$ cat src/hw/lpm_pkg.sv
// Purpose: constants and types shared by the low power mode controller
// Assumes: one clock domain; interrupt requests arrive already latched on that clock
// Notes: wake source bit order is timebase, ext0..ext3, sync serial, timer a, timer b, async serial, voltage det
//
// Function
// - wait instruction stops cpu clock, all peripherals stay clocked.
// - during wait the interrupt mask field is forced to binary 10.
// - wait entry changes nothing except the interrupt mask field.
// - wait ends on any interrupt or reset, then that routine is entered.
// - on servicing, stack condition codes, load routine priority, restore on pop.
// - halt instruction enters active halt if oscillator irq enable set, else halt.
// - active halt ends only on timebase, wake-capable interrupt or reset.
// - interrupt exit from active halt skips start-up delay, services immediately.
// - reset exit applies start-up delay before reset vector fetch.
// - halt entries force mask to 10b; pending interrupt wakes at once.
// - active halt runs only oscillator and timebase counter.
// - oscillator irq enable set means active halt never causes watchdog reset.
// - halt ends on wake-capable interrupt or reset, oscillator restarts, delay waits.
// - halt switches oscillator off and stops cpu and peripherals.
// - watchdog-halt option sets whether halt with watchdog running resets.
// - opcode 0x8E is decoded as the halt instruction.
// - wait entered in slow mode becomes slow-wait, keeping clock division.
// - only four external lines and sync serial wake from halt; timebase also wakes active halt.

package lpm_pkg;

   // ==========================================================
   // instruction decode
   localparam logic [7:0] HALT_OPCODE = 8'h8E;

   // ==========================================================
   // interrupt sources
   localparam int NUM_IRQ = 10;
   localparam logic [9:0] WAKE_HALT_MASK = 10'h03F;   // timebase, ext0..3, sync serial
   localparam logic [9:0] TIMEBASE_BIT = 10'h001;

   // ==========================================================
   // condition code mask field
   localparam logic [1:0] MASK_ALL_ENABLED = 2'h2;
   localparam logic [1:0] MASK_RESET_VALUE = 2'h3;

   // ==========================================================
   // start-up delay in cpu cycles
   localparam int STARTUP_SHORT_CYC = 256;
   localparam int STARTUP_LONG_CYC = 4096;
   localparam int STARTUP_CNT_W = 13;
   localparam logic [12:0] STARTUP_CNT_RESET = 13'h0000;

   // ==========================================================
   // power modes
   typedef enum logic [2:0] {
      MODE_RUN = 3'b000,
      MODE_WAIT = 3'b001,
      MODE_ACTIVE_HALT = 3'b010,
      MODE_HALT = 3'b011,
      MODE_STARTUP = 3'b100,
      MODE_HALT_REMAIN = 3'b101
   } lpm_mode_t;

endpackage : lpm_pkg

$ cat src/hw/low_power_mode_controller.sv
// Purpose: power mode sequencing for the cpu core, oscillator and peripheral clock gates
// Assumes: cpu presents decoded instruction strobes; interrupt requests are level, same clock
// Notes: clock gate outputs are registered enables, the clock tree applies them

`timescale 1ns/1ps
`default_nettype none

module low_power_mode_controller #(
   parameter int SHORT_CYC = lpm_pkg::STARTUP_SHORT_CYC,
   parameter int LONG_CYC = lpm_pkg::STARTUP_LONG_CYC
) (
   input wire logic i_clock,
   input wire logic i_sys_rst,
   input wire logic i_clk_en,
   input wire logic i_instr_valid,
   input wire logic [7:0] i_instr_opcode,
   input wire logic i_wait_for_interrupt_instr,
   input wire logic i_osc_irq_enable,
   input wire logic i_slow_mode,
   input wire logic i_long_startup,
   input wire logic i_watchdog_active,
   input wire logic i_watchdog_halt_option,
   input wire logic [9:0] i_irq_req,
   input wire logic [1:0] i_irq_sw_prio,
   input wire logic i_cc_mask_we,
   input wire logic [1:0] i_cc_mask_wdata,
   output logic [2:0] o_mode,
   output logic o_cpu_clk_en,
   output logic o_periph_clk_en,
   output logic o_timebase_clk_en,
   output logic o_osc_en,
   output logic o_slow_wait,
   output logic [1:0] o_cc_mask,
   output logic o_cc_push,
   output logic o_irq_service,
   output logic [3:0] o_irq_index,
   output logic o_reset_vector_fetch,
   output logic o_watchdog_reset_req
);

   // ==========================================================
   // helpers

   // lowest index wins: timebase has the highest priority
   function automatic logic [3:0] first_irq(input logic [9:0] req);
      logic [3:0] idx;
      idx = 4'h0;
      for (int k = lpm_pkg::NUM_IRQ - 1; k >= 0; k--) begin
         if (req[k]) begin
            idx = 4'(k);
         end
      end
      return idx;
   endfunction : first_irq

   // clock gates per mode: cpu, peripherals, timebase, oscillator
   function automatic logic [3:0] mode_gates(input lpm_pkg::lpm_mode_t m);
      logic [3:0] g;
      g = 4'h0;
      case (m)
         lpm_pkg::MODE_RUN: g = 4'hF;
         lpm_pkg::MODE_WAIT: g = 4'h7;          // cpu off, peripherals on
         lpm_pkg::MODE_ACTIVE_HALT: g = 4'h3;   // only oscillator and timebase
         lpm_pkg::MODE_HALT: g = 4'h0;          // oscillator off, all stopped
         lpm_pkg::MODE_STARTUP: g = 4'h1;       // oscillator restarts at once
         lpm_pkg::MODE_HALT_REMAIN: g = 4'h0;
         default: g = 4'h0;
      endcase
      return g;
   endfunction : mode_gates

   // ==========================================================
   // decode and wake qualification
   localparam logic [12:0] SHORT_LAST = 13'(SHORT_CYC - 1);
   localparam logic [12:0] LONG_LAST = 13'(LONG_CYC - 1);

   // sequencing state, counters and decoded events
   lpm_pkg::lpm_mode_t mode_q;
   lpm_pkg::lpm_mode_t mode_d;
   logic [12:0] cnt_q;
   logic [12:0] cnt_d;
   logic [12:0] cnt_last;
   logic guard_q;
   logic guard_d;
   logic svc_pend_q;
   logic svc_pend_d;
   logic [3:0] svc_idx_q;
   logic [3:0] svc_idx_d;
   logic halt_exec;
   logic wfi_exec;
   logic any_irq;
   logic halt_wake;
   logic ahalt_wake;
   logic wdg_trip;
   logic cnt_done;
   logic service_now;
   logic vector_now;
   logic [3:0] gates_d;
   logic enter_low;

   // instruction strobes from the cpu core and wake qualification
   assign halt_exec = i_instr_valid && (i_instr_opcode == lpm_pkg::HALT_OPCODE);
   assign wfi_exec = i_instr_valid && i_wait_for_interrupt_instr;
   assign any_irq = |i_irq_req;
   assign halt_wake = |(i_irq_req & lpm_pkg::WAKE_HALT_MASK & ~lpm_pkg::TIMEBASE_BIT);
   assign ahalt_wake = |(i_irq_req & lpm_pkg::WAKE_HALT_MASK);
   // watchdog reset only in full halt with the watchdog running and the option clear
   assign wdg_trip = halt_exec && i_watchdog_active && !i_osc_irq_enable && !i_watchdog_halt_option;
   // a halt or wait really taken; outside run the cpu is stopped and issues nothing
   assign enter_low = (mode_q == lpm_pkg::MODE_RUN) && ((halt_exec && !wdg_trip) || wfi_exec);
   // last count of the start-up window, picked by a static input
   assign cnt_last = i_long_startup ? LONG_LAST : SHORT_LAST;
   assign cnt_done = (cnt_q == cnt_last);

   // ==========================================================
   // mode sequencing
   always_comb begin
      mode_d = mode_q;
      cnt_d = cnt_q;
      guard_d = guard_q;
      svc_pend_d = svc_pend_q;
      svc_idx_d = svc_idx_q;
      service_now = 1'b0;
      vector_now = 1'b0;
      case (mode_q)
         lpm_pkg::MODE_RUN: begin
            if (guard_q) begin
               // delay window after an active halt wake
               cnt_d = cnt_q + 13'h0001;
               if (cnt_done) begin
                  guard_d = 1'b0;
                  cnt_d = lpm_pkg::STARTUP_CNT_RESET;
               end else if (!i_osc_irq_enable) begin
                  mode_d = lpm_pkg::MODE_HALT_REMAIN;
               end
            end
            if (wdg_trip) begin
               mode_d = lpm_pkg::MODE_RUN;  // reset request issued instead of halting
            end else if (halt_exec) begin
               guard_d = 1'b0;
               cnt_d = lpm_pkg::STARTUP_CNT_RESET;
               if (any_irq) begin
                  service_now = 1'b1;  // pending request served at once, mask loads routine priority
                  svc_idx_d = first_irq(i_irq_req);
                  mode_d = lpm_pkg::MODE_RUN;
               end else if (i_osc_irq_enable) begin
                  mode_d = lpm_pkg::MODE_ACTIVE_HALT;
               end else begin
                  mode_d = lpm_pkg::MODE_HALT;
               end
            end else if (wfi_exec) begin
               if (any_irq) begin
                  service_now = 1'b1;
                  svc_idx_d = first_irq(i_irq_req);
               end else begin
                  mode_d = lpm_pkg::MODE_WAIT;
               end
            end
         end
         lpm_pkg::MODE_WAIT: begin
            // any request wakes wait, the mask is already open
            if (any_irq) begin
               service_now = 1'b1;
               svc_idx_d = first_irq(i_irq_req);
               mode_d = lpm_pkg::MODE_RUN;
            end
         end
         lpm_pkg::MODE_ACTIVE_HALT: begin
            if (ahalt_wake) begin
               // no start-up delay, the oscillator never stopped
               service_now = 1'b1;
               svc_idx_d = first_irq(i_irq_req & lpm_pkg::WAKE_HALT_MASK);
               mode_d = lpm_pkg::MODE_RUN;
               guard_d = 1'b1;
               cnt_d = lpm_pkg::STARTUP_CNT_RESET;
            end
         end
         lpm_pkg::MODE_HALT: begin
            // wake source is kept until the oscillator has settled
            if (halt_wake) begin
               svc_pend_d = 1'b1;
               svc_idx_d = first_irq(i_irq_req & lpm_pkg::WAKE_HALT_MASK);
               cnt_d = lpm_pkg::STARTUP_CNT_RESET;
               mode_d = lpm_pkg::MODE_STARTUP;
            end
         end
         lpm_pkg::MODE_STARTUP: begin
            // oscillator stabilisation before any code runs
            cnt_d = cnt_q + 13'h0001;
            if (cnt_done) begin
               cnt_d = lpm_pkg::STARTUP_CNT_RESET;
               mode_d = lpm_pkg::MODE_RUN;
               svc_pend_d = 1'b0;
               if (svc_pend_q) begin
                  service_now = 1'b1;
               end else begin
                  vector_now = 1'b1;
               end
            end
         end
         lpm_pkg::MODE_HALT_REMAIN: begin
            // halted for whatever is left of the delay window
            cnt_d = cnt_q + 13'h0001;
            if (cnt_done) begin
               cnt_d = lpm_pkg::STARTUP_CNT_RESET;
               guard_d = 1'b0;
               mode_d = lpm_pkg::MODE_RUN;
            end
         end
         default: begin
            mode_d = lpm_pkg::MODE_STARTUP;
            cnt_d = lpm_pkg::STARTUP_CNT_RESET;
         end
      endcase
   end

   // gates follow the next mode so they switch together with o_mode
   assign gates_d = mode_gates(mode_d);

   // ==========================================================
   // state registers; reset always restarts through the delay
   always_ff @(posedge i_clock or posedge i_sys_rst) begin
      if (i_sys_rst) begin
         mode_q <= lpm_pkg::MODE_STARTUP;
         cnt_q <= lpm_pkg::STARTUP_CNT_RESET;
         guard_q <= 1'b0;
         svc_pend_q <= 1'b0;
         svc_idx_q <= 4'h0;
      end else if (i_clk_en) begin
         mode_q <= mode_d;
         cnt_q <= cnt_d;
         guard_q <= guard_d;
         svc_pend_q <= svc_pend_d;
         svc_idx_q <= svc_idx_d;
      end
   end

   // ==========================================================
   // registered clock gates and mode report
   always_ff @(posedge i_clock or posedge i_sys_rst) begin
      if (i_sys_rst) begin
         o_mode <= lpm_pkg::MODE_STARTUP;
         o_cpu_clk_en <= 1'b0;
         o_periph_clk_en <= 1'b0;
         o_timebase_clk_en <= 1'b0;
         o_osc_en <= 1'b1;
         o_slow_wait <= 1'b0;
      end else if (i_clk_en) begin
         o_mode <= mode_d;
         o_cpu_clk_en <= gates_d[3];
         o_periph_clk_en <= gates_d[2];
         o_timebase_clk_en <= gates_d[1];
         o_osc_en <= gates_d[0];
         o_slow_wait <= (mode_d == lpm_pkg::MODE_WAIT) && i_slow_mode;
      end
   end

   // ==========================================================
   // interrupt mask field of the condition codes
   always_ff @(posedge i_clock or posedge i_sys_rst) begin
      if (i_sys_rst) begin
         o_cc_mask <= lpm_pkg::MASK_RESET_VALUE;
      end else if (i_clk_en) begin
         if (service_now) begin
            o_cc_mask <= i_irq_sw_prio;
         end else if (enter_low || mode_q == lpm_pkg::MODE_WAIT) begin
            o_cc_mask <= lpm_pkg::MASK_ALL_ENABLED;
         end else if (i_cc_mask_we) begin
            o_cc_mask <= i_cc_mask_wdata;  // pop restores stacked value
         end
      end
   end

   // ==========================================================
   // one-cycle strobes to the cpu core and watchdog
   always_ff @(posedge i_clock or posedge i_sys_rst) begin
      if (i_sys_rst) begin
         o_cc_push <= 1'b0;
         o_irq_service <= 1'b0;
         o_irq_index <= 4'h0;
         o_reset_vector_fetch <= 1'b0;
         o_watchdog_reset_req <= 1'b0;
      end else if (i_clk_en) begin
         o_cc_push <= service_now;
         o_irq_service <= service_now;
         o_irq_index <= svc_idx_d;
         o_reset_vector_fetch <= vector_now;
         o_watchdog_reset_req <= wdg_trip;
      end else begin
         // a frozen clock must not stretch a one-cycle strobe
         o_cc_push <= 1'b0;
         o_irq_service <= 1'b0;
         o_reset_vector_fetch <= 1'b0;
         o_watchdog_reset_req <= 1'b0;
      end
   end

   // nothing else in the core is touched by wait or halt entry

endmodule : low_power_mode_controller

`default_nettype wire

$ cat config.mk
export PLATFORM = sky130hd
export DESIGN_NAME = low_power_mode_controller
export DESIGN_NICKNAME = d
export VERILOG_FILES = /design/src/hw/lpm_pkg.sv /design/src/hw/low_power_mode_controller.sv
export SDC_FILE = /design/constraint.sdc
export NUM_CORES = 1
export LEC_CHECK = 0
export BUFFER_PORTS_ARGS = -buffer_cell sky130_fd_sc_hd__buf_2
export CAP_MARGIN = 20
export CORE_ASPECT_RATIO = 0.8
export CORE_MARGIN = 10
export CORE_UTILIZATION = 44
export DETAILED_ROUTE_END_ITERATION = 7
export PLACE_DENSITY = 0.77
export SYNTH_ARGS = -nofsm -noshare
export SYNTH_HDL_FRONTEND = slang
export SYNTH_SLANG_ARGS = --single-unit
export TNS_END_PERCENT = 10
$ cat constraint.sdc
create_clock -name i_clock -period 2.57 [get_ports i_clock]
set_input_delay 0.3855 -clock i_clock [delete_from_list [all_inputs] [get_ports i_clock]]
set_output_delay 0.3855 -clock i_clock [all_outputs]
set_load 0.01 [all_outputs]
==> out/results.ini, run 1 <==
[route]
met2_wl_post_dr_microns=2470
post-route-drc-count=0
routed-via-count=2103
ant_nets=0
avgRoutedWirePerCell_microns=16.8
drt-pass1-iter-count=4
drt-met1-wl_microns=2730
avgViaCountPerCell=6.03
drt_wl_total_microns=5860
detailedRoute.firstIterationViolations=203
route.top_layer_used=met4
met3_wirelength_microns=575

[global_route]
grt_pass1_wl_microns=9630
first_global_vias=1949
grtUsageTotal_pct=14.6
grt_max_degree=19
overflow=0
antenna_violations_before_repair=0

[critical_path]
critical_path_class=reg2reg
critical_path_arrival_ns=2.59
critical_path_required_ns=2.79
start_kind=register
worst_setup_path_end_kind=register
cp_max_fo=9

[sta]
finClkSkew_ns=0.00388
clock_period_minus_final_worst_setup_slack_ns=2.37
grt_setup_unrepaired=false
fmaxAchievable_mhz=422
final-hold-violation-count=0
worst_pin_slew_ns=0.828
headroom_to_the_max_slew_limit_pct=44.4
slew_violations=0
fin_crit_sh_pct=92.2
totalNegativeSetupSlack_ns=0
finalSetupViolCount=0
postLayoutSetupSlackWorst_ns=0.200

[final_layout]
insertedDiodeCount=0
final_layout_size_suffix_gt1_share_pct=31.8
layout.nets=322
instances_no_fill=349
post-route-cell-area_sq_um=2540
layout-area-overhead-vs-synth_pct=20.2
n_fill_cell=441
multi_input_gate_area_in_the_final_layout_sq_um=1210
layout.area.seq_sq_um=806

[hold_path]
hp-class=in2async

[clock_tree]
post-cts-setup-buffer-count=0
htreeDepth=2
worstSkewPairLatency_ns=0.30
tritoncts.num_buffers=5
tritoncts=yes
worst_setup_hold_path_clk_slew_ns=0.07
clockRootBuffer=clkbuf_8
number_of_clock_sinks=32
postCtsResizedCells=0
max-clock-path-buffers=2
cts_hold_buffers=0

[placement]
dpl-instance-area_sq_um=2450
portBuffers=50
place.gp.congestion=0.942
placed_cells_incl_taps=341
place.detailed.hpwl_microns=4450
placement.setup.worst_slack_ns=0.157

[pwr]
cell_internal_pwr_mw=0.983
power_switching_mw=0.552
p_leak_nw=1.16
combPwrFrac_pct=29.9
clock_network_power_share_pct=26.2
ir_drop_v=0.000337
powerDensity_nw_per_um2=604
p_seq_share_pct=43.9
total_power_mw=1.54
switching_share_pct=36.0

[logic_synthesis]
ys_async_sr_fraction_pct=100
cell_area_after_synthesis_sq_um=2120
post_synth_inst_count=231
syn_avg_cell_area_sq_um=9.16
syn_nets=265
synth.area.top_cells=dfrtp_1 33%, dfstp_2 5.0%, o21ai_0 3.3%, nand3_1 3.1%, nor2_1 3.0%
synthDistinctLibCells=68
synth.ff_latch_count=32
synth-edff-count=0
seq_area_frac_synth_pct=38.1
ys_top_cells_by_count=28 x dfrtp_1, 17 x nor2_1, 14 x o21ai_0
yosys_warnings=0
synth.most_common_cell=dfrtp_1
area_share_of_the_largest_cell_type_after_synthesis_pct=33.1
ys.flop_type=dfrtp_1
post-synth-top-area-cell=dfrtp_1

[die]
die_height_microns=82.0
floorplan.io_pins=51
effective_utilization_at_floorplan_pct=45.8
die_footprint_sq_um=8000
core_area_sq_um=4620
floorplan.rows=22
die-width_microns=97.5

[outcome]
run_status=finished clean

[job]
cap_violations=0

flip-flops by register name, summed over array words and instances, names as in the netlist:
| name | cells |
|---|---|
| o_irq_index | 4 |
| o_slow_wait | 1 |
| o_periph_clk_en | 1 |
| o_mode | 3 |
| o_irq_service | 1 |
| o_reset_vector_fetch | 1 |
| o_osc_en | 1 |
| svc_pend_q | 1 |
| o_cpu_clk_en | 1 |
| cnt_q | 13 |
| o_watchdog_reset_req | 1 |
| guard_q | 1 |
| o_timebase_clk_en | 1 |
| o_cc_mask | 2 |
cell usage in the layout (no fill, tap or decap), types with 3 or more instances in the layout:
cell type / instances
a21o_1: 3
a21oi_1: 12
a31o_2: 4
a31oi_1: 5
and3_1: 7
buf_2: 50
buf_4: 7
clkbuf_8: 5
dfrtp_1: 28
dfstp_2: 4
inv_1: 13
mux2_2: 3
mux2i_1: 3
nand2_1: 13
nand3_1: 13
nand4_1: 4
nor2_1: 17
nor3_1: 7
nor3b_1: 4
o21ai_0: 14
o31ai_1: 5
or3_1: 6
layer usage:
layer | GRT usage (%) | vias to the layer above
met5 | 0 | -
met4 | 6.96 | 0
met3 | 4.61 | 8
met2 | 20.7 | 110
met1 | 19.8 | 989
li1 | - | 996
power groups by stage:
stage               combinational [mW]  clock, mW  sequential, mW
finish                           0.460      0.402           0.674
global route                     0.514      0.423           0.686
CTS                              0.461      0.408           0.672
detailed placement               0.457          0           0.681
global placement                 0.449          0           0.677
floorplan                        0.286          0           0.684
critical path, stage by stage, from the launching register on:
cell,delay [ns]
dfrtp_1,0.50
nor3_2,0.50
a31oi_4,0.21
nor3_1,0.72
a41oi_1,0.19
a31oi_1,0.17
cell families (layout without fill, tap and decap cells):
logic type | Yosys count | count (layout) | share of synthesized area [%]
simple gates | 95 | 95 | 28.1
compound gates | 75 | 75 | 25.7
flops | 32 | 32 | 38.1
buf+inv | 22 | 80 | 4.49
mux | 6 | 6 | 3.02
fa+ha+maj | 1 | 1 | 0.591
area by class of cell:
cell class                 count  area share, %
clock buffer                   5           2.71
clock inverter                 3          0.738
inverter                      15           2.21
multi-input combinational    177           47.8
sequential                    32           31.7
tap                           60           2.95
timing repair buffer          57           11.9
worst paths after layout:
path	startpoint	endpoint	slack, ns	cells past startpoint
worst max-delay path	o_mode[1]	cnt_q[6]	0.20	5
worst min-delay path	i_sys_rst	cnt_q[7]	0.17	2
worst max register to register	o_mode[1]	cnt_q[6]	0.20	5
worst min register to register	o_cc_mask[1]	o_cc_mask[1]	0.49	2
max in group asynchronous	i_sys_rst	o_mode[2]	1.66	3
min in group i_clock	i_irq_sw_prio[0]	o_cc_mask[0]	0.39	3
metrics by stage:
stage	util, %	hold slack, ns
global route	55.0	0.251
CTS	55.0	0.195
finish	55.0	0.172
floorplan	-	0.443
global placement	53.1	0.469
detailed placement	53.1	0.479
No activity file was read; power rests on OpenSTA's default activity.
==> run 2, diff against run 1 <==
Settings changed: CORE_UTILIZATION 44 to 52, PLACE_DENSITY 0.77 to 0.87.
==> run 2 against run 1 <==
Flip-flop and latch count is the same. Routed wire length shrank 2.6%. Non-clock buffer count is the same. Via count shrank 1.1%. Sequential share of layout area is the same. Final area is the same. Sequential power is essentially flat. Register-to-register slack gained 0.11 ns. Global-route usage grew 1.4 points. Worst hold slack lost 0.010 ns. Critical path type unchanged. Critical endpoint is now o_slow_wait. Largest power group unchanged. Highest routed layer unchanged.
==> out/results.ini, run 2 (synthesis results as in run 1) <==
[die]
effective_utilization_at_floorplan_pct=54.9  ; was 45.8%
die-width_microns=91.3  ; was 97.5 microns
die_footprint_sq_um=7040  ; was 8000 sq um
floorplan.rows=20  ; was 22
floorplan.io_pins=51  ; unchanged
core_area_sq_um=3850  ; was 4620 sq um
die_height_microns=77.1  ; was 82.0 microns

[sta]
final-hold-violation-count=0  ; unchanged
fmaxAchievable_mhz=442  ; was 422 MHz
headroom_to_the_max_slew_limit_pct=60.1  ; was 44.4%
clock_period_minus_final_worst_setup_slack_ns=2.26  ; was 2.37 ns
finalSetupViolCount=0  ; unchanged
grt_setup_unrepaired=false  ; unchanged
fin_crit_sh_pct=88.0  ; was 92.2%
totalNegativeSetupSlack_ns=0  ; unchanged
finClkSkew_ns=0.00983  ; was 0.00388 ns
worst_pin_slew_ns=0.594  ; was 0.828 ns
slew_violations=0  ; unchanged

[critical_path]
path_cells=or3_1 -> o22ai_1 -> nand2_1 -> a32oi_1 -> nand2_1 -> a22o_1  ; was nor3_2 -> a31oi_4 -> nor3_1 -> a41oi_1 -> a31oi_1
timing.rr.start=cnt_q[8]  ; was o_mode[1]
critical_path_arrival_ns=2.44  ; was 2.59 ns
critical_path_class=reg2reg  ; unchanged
timing.critical_path.slowest_cell_delay_ns=0.45  ; was 0.72 ns
cp_max_fo=7  ; was 9
worst_setup_path_end_kind=register  ; unchanged
rr_worst_depth=6  ; was 5
setup.reg_to_reg.worst_slack_ns=0.31  ; was 0.20 ns
cp_top_family=compound AO/OA/AOI/OAI gates  ; was simple AND/OR/NAND/NOR gates
critical_path.most_common_cell=nand2_1
critical_path_required_ns=2.75  ; was 2.79 ns
start_kind=register  ; unchanged
critical_path.reg2reg.endpoint=o_slow_wait  ; was cnt_q[6]
cpMaxStageDelayCell=dfrtp_1  ; was nor3_1
path_buf_inv=0  ; unchanged

[final_layout]
layout-area-overhead-vs-synth_pct=20.2  ; unchanged
largest_reg_flops=13  ; unchanged
leading_registers_by_flop_count=cnt_q: 13 flops, o_irq_index: 4 flops, o_mode: 3 flops  ; unchanged
insertedDiodeCount=0  ; unchanged
instances_no_fill=344  ; was 349
layout.core_utilization_pct=66.0  ; was 55.0%
final_layout_size_suffix_gt1_share_pct=31.5  ; was 31.8%
top_library_cells_by_usage_in_the_layout_fill_and_taps_aside=50 x buf_2, 28 x dfrtp_1, 17 x nor2_1  ; unchanged
n_fill_cell=339  ; was 441
top_register=cnt_q  ; unchanged
layout.cells.most_common=buf_2  ; unchanged
layout.nets=322  ; unchanged

[route]
drt_wl_total_microns=5700  ; was 5860 microns
post-route-drc-count=0  ; unchanged
drt-pass1-iter-count=5  ; was 4
ant_nets=0  ; unchanged
avgViaCountPerCell=6.05  ; was 6.03
routed-via-count=2080  ; was 2103
detailedRoute.firstIterationViolations=226  ; was 203
avgRoutedWirePerCell_microns=16.6  ; was 16.8 microns

[clock_tree]
tritoncts=yes  ; unchanged
number_of_clock_sinks=32  ; unchanged
post-cts-setup-buffer-count=0  ; unchanged
htreeDepth=2  ; unchanged
worst_setup_hold_path_clk_slew_ns=0.07  ; about the same
cts_hold_buffers=0  ; unchanged
max-clock-path-buffers=2  ; unchanged
postCtsResizedCells=0  ; unchanged
worstSkewPairLatency_ns=0.29  ; was 0.30 ns
tritoncts.num_buffers=5  ; unchanged
clockRootBuffer=clkbuf_8  ; unchanged

[job]
cap_violations=0  ; unchanged

[pwr]
power_switching_mw=0.530  ; was 0.552 mW
powerDensity_nw_per_um2=608  ; was 604 nW/um^2
p_seq_share_pct=43.4  ; was 43.9%
switching_share_pct=34.3  ; was 36.0%
combPwrFrac_pct=29.9  ; about the same
ir_drop_v=0.000509  ; was 0.000337 V
cell_internal_pwr_mw=1.02  ; was 0.983 mW
total_power_mw=1.55  ; was 1.54 mW
clock_network_power_share_pct=26.7  ; was 26.2%
p_leak_nw=1.16  ; about the same

[global_route]
first_global_vias=1966  ; was 1949
antenna_violations_before_repair=0  ; unchanged
grt_pass1_wl_microns=9490  ; was 9630 microns
overflow=0  ; unchanged
grt_max_degree=33  ; was 19
grtUsageTotal_pct=16.0  ; was 14.6%

[placement]
place.gp.congestion=0.948  ; was 0.942
placed_cells_incl_taps=336  ; was 341
place.detailed.hpwl_microns=4380  ; was 4450 microns
portBuffers=50  ; unchanged

[outcome]
run_status=finished clean  ; unchanged

[hold_path]
hp-class=in2async  ; unchanged

-- run 2: cell types whose count changed in the layout (fill, tap and decap cells not counted) --
cell / previous run / this run
clkinv_2: 2 / 0
clkbuf_8: 5 / 6
clkbuf_1: 0 / 1
clkinv_4: 1 / 0
clkinvlp_4: 0 / 1
-- run 2: layer usage --
layer / vias up / share of wire, % / GRT usage [%]
met1: 961 / 45 / 21.8
met3: 12 / 12 / 6.23
li1: 996 / - / -
met2: 111 / 42 / 22.4
met5: - / 0 / 0
met4: 0 / 1.4 / 5.16
-- run 2: area by class of cell --
cell class,instances,area [sq um],area share [%]
flip-flops and latches,32,806,31.7
well taps,55,68.8,2.71
inverters,15,56.3,2.21
multi-input cells,177,1210,47.8
clock buffers,7,86.3,3.40
repair buffers,57,303,11.9
clock inverters,1,7.51,0.295
-- run 2: worst max-delay path by stage --
stage	slack, ns	start	to	depth (start not counted)
after global placement	0.30	i_instr_opcode[5]	o_irq_index[1]	6
after detailed placement	0.22	i_instr_opcode[5]	o_irq_index[1]	6
after CTS	0.34	cnt_q[8]	o_cc_mask[0]	6
after floorplan	0.47	o_mode[1]	cnt_q[11]	7
final	0.31	cnt_q[8]	o_slow_wait	6
after global routing	0.19	o_mode[1]	cnt_q[5]	6
-- run 2: stage by stage --
step | setup WS [ns] | hold WS, ns | instance area (sq um)
5_1_grt | 0.187 | 0.196 | 2540
3_5_place_dp | 0.222 | 0.468 | 2450
6_report | 0.307 | 0.162 | 2540
2_1_floorplan | 0.473 | 0.443 | 2120
4_1_cts | 0.341 | 0.177 | 2540
3_3_place_gp | 0.297 | 0.469 | 2450
-- run 2: worst min-delay path, stage by stage --
cell   delay [ns]
buf_2        0.09
inv_1        0.04
buf_4        0.36
-- run 2: power groups by stage --
stage | registers, mW | logic, mW | clock network (mW)
after floorplan | 0.684 | 0.286 | 0
after global placement | 0.676 | 0.449 | 0
after detailed placement | 0.677 | 0.461 | 0
after CTS | 0.670 | 0.463 | 0.414
after global routing | 0.686 | 0.510 | 0.428
final | 0.671 | 0.461 | 0.413
==> run 3, diff against run 2 <==
Settings changed: CORE_ASPECT_RATIO 0.8 to default.
==> run 3 against run 2 <==
Sequential power grew 0.9%. Combinational power barely moved. Cell count down 1.7%. Count of clock-buffer cells in the layout unchanged. Core utilization fell by 1.5 points. Highest routed layer unchanged. Via count grew 0.72%. Fmax shrank 2.0%. Global-route usage rose by 0.30 points.
==> out/results.ini, run 3 (synthesis results as in run 1) <==
[outcome]
run_status=finished clean  ; unchanged

[critical_path]
path_cells=nor3_2 -> a31oi_4 -> nor3_1 -> a41oi_1 -> a31oi_1  ; was or3_1 -> o22ai_1 -> nand2_1 -> a32oi_1 -> nand2_1 -> a22o_1
endpoint=cnt_q[6]  ; was o_slow_wait
timing.rr.start=o_mode[1]  ; was cnt_q[8]
critical_path.reg2reg.endpoint=cnt_q[6]  ; was o_slow_wait
crit_start=o_mode[1]  ; was cnt_q[8]
path_buf_inv=0  ; unchanged
critical_path_arrival_ns=2.52  ; was 2.44 ns
start_kind=register  ; unchanged
setup.reg_to_reg.worst_slack_ns=0.26  ; was 0.31 ns
worst_setup_path_end_kind=register  ; unchanged
critical_path_class=reg2reg  ; unchanged
critical_path_required_ns=2.78  ; was 2.75 ns
cpMaxStageDelayCell=nor3_1  ; was dfrtp_1
critical_path_depth=5  ; was 6
cp_top_family=simple AND/OR/NAND/NOR gates  ; was compound AO/OA/AOI/OAI gates
rr_worst_depth=5  ; was 6
cp_max_fo=9  ; was 7
timing.critical_path.slowest_cell_delay_ns=0.71  ; was 0.45 ns

[placement]
portBuffers=50  ; unchanged
place.detailed.hpwl_microns=4250  ; was 4380 microns
place.gp.congestion=0.921  ; was 0.948
placed_cells_incl_taps=330  ; was 336

[final_layout]
layout.nets=321  ; was 322
leading_registers_by_flop_count=cnt_q: 13 flops, o_irq_index: 4 flops, o_mode: 3 flops  ; unchanged
final_layout_size_suffix_gt1_share_pct=31.6  ; was 31.5%
insertedDiodeCount=0  ; unchanged
layout.cells.most_common=buf_2  ; unchanged
top_register=cnt_q  ; unchanged
largest_reg_flops=13  ; unchanged
instances_no_fill=338  ; was 344
layout-area-overhead-vs-synth_pct=21.1  ; was 20.2%
top_library_cells_by_usage_in_the_layout_fill_and_taps_aside=50 x buf_2, 28 x dfrtp_1, 17 x nor2_1  ; unchanged

[route]
ant_nets=0  ; unchanged
post-route-drc-count=0  ; unchanged
drt_wl_total_microns=5780  ; was 5700 microns
detailedRoute.firstIterationViolations=399  ; was 226
avgViaCountPerCell=6.20  ; was 6.05
routed-via-count=2095  ; was 2080
drt-pass1-iter-count=5  ; unchanged
avgRoutedWirePerCell_microns=17.1  ; was 16.6 microns

[global_route]
first_global_vias=1934  ; was 1966
grt_max_degree=33  ; unchanged
antenna_violations_before_repair=0  ; unchanged
grt_pass1_wl_microns=9660  ; was 9490 microns
grtUsageTotal_pct=16.3  ; was 16.0%
overflow=0  ; unchanged

[sta]
slew_violations=0  ; unchanged
grt_setup_unrepaired=false  ; unchanged
headroom_to_the_max_slew_limit_pct=44.9  ; was 60.1%
finalSetupViolCount=0  ; unchanged
final.hold.worst_slack_ns=0.166  ; was 0.162 ns
worst_pin_slew_ns=0.821  ; was 0.594 ns
clock_period_minus_final_worst_setup_slack_ns=2.31  ; was 2.26 ns
fmaxAchievable_mhz=433  ; was 442 MHz
final-hold-violation-count=0  ; unchanged
finClkSkew_ns=0.00955  ; was 0.00983 ns
fin_crit_sh_pct=89.9  ; was 88.0%
totalNegativeSetupSlack_ns=0  ; unchanged

[die]
die_footprint_sq_um=7020  ; was 7040 sq um
core_area_sq_um=3970  ; was 3850 sq um
floorplan.io_pins=51  ; unchanged
die-width_microns=83.8  ; was 91.3 microns
effective_utilization_at_floorplan_pct=53.3  ; was 54.9%
die_height_microns=83.8  ; was 77.1 microns
floorplan.rows=23  ; was 20

[clock_tree]
clockRootBuffer=clkbuf_8  ; unchanged
tritoncts.num_buffers=5  ; unchanged
number_of_clock_sinks=32  ; unchanged
tritoncts=yes  ; unchanged
cts_hold_buffers=0  ; unchanged
htreeDepth=2  ; unchanged
max-clock-path-buffers=2  ; unchanged
worst_setup_hold_path_clk_slew_ns=0.07  ; about the same
postCtsResizedCells=0  ; unchanged
post-cts-setup-buffer-count=0  ; unchanged
worstSkewPairLatency_ns=0.30  ; was 0.29 ns

[pwr]
total_power_mw=1.68  ; was 1.55 mW
p_leak_nw=1.17  ; was 1.16 nW
ir_drop_v=0.000428  ; was 0.000509 V
powerDensity_nw_per_um2=654  ; was 608 nW/um^2

[hold_path]
hp-class=in2async  ; unchanged

[job]
cap_violations=0  ; unchanged

run 3: changes by cell type in the layout (fill, tap and decap cells not counted), sizes merged:
cell	previous run	this run
buf	57	56
clkinvlp	1	0
bufinv	0	1
run 3: per-stage QoR:
| step | setup slack (ns) | util (%) | cell area (sq um) |
|---|---|---|---|
| floorplan | 0.473 | - | 2120 |
| global placement | 0.283 | 61.3 | 2430 |
| detailed placement | 0.206 | 61.3 | 2430 |
| CTS | 0.290 | 64.5 | 2560 |
| global route | 0.0900 | 64.5 | 2560 |
| finish | 0.260 | 64.5 | 2560 |
run 3: power by group:
group          switching (mW)  total [mW]  internal (mW)
sequential             0.0819       0.677          0.595
clock                   0.198       0.540          0.342
combinational           0.262       0.460          0.198
run 3: layout make-up:
class / instances / area (sq um)
clock buffer: 7 / 96.3
multi-input combinational: 177 / 1210
tap: 50 / 62.6
timing repair buffer: 56 / 295
inverter: 15 / 56.3
sequential: 32 / 806
clock inverter: 1 / 30.0
fill: 344 / 1410
run 3: routing by layer:
metal / global-route usage, % / vias to the layer above / routed length (microns)
li1: - / 1002 / -
met1: 21.1 / 983 / 2420
met2: 25.3 / 99 / 2760
met3: 3.61 / 11 / 491
met4: 7.00 / 0 / 109
met5: 0 / - / 0
run 3: worst min path at each step:
stage	to
global placement	o_cpu_clk_en
floorplan	o_reset_vector_fetch
global route	cnt_q[3]
CTS	cnt_q[3]
detailed placement	o_cpu_clk_en
finish	cnt_q[3]
run 3: tightest hold or removal path: stages:
cell   delay (ns)
buf_2        0.09
inv_1        0.04
buf_4        0.37
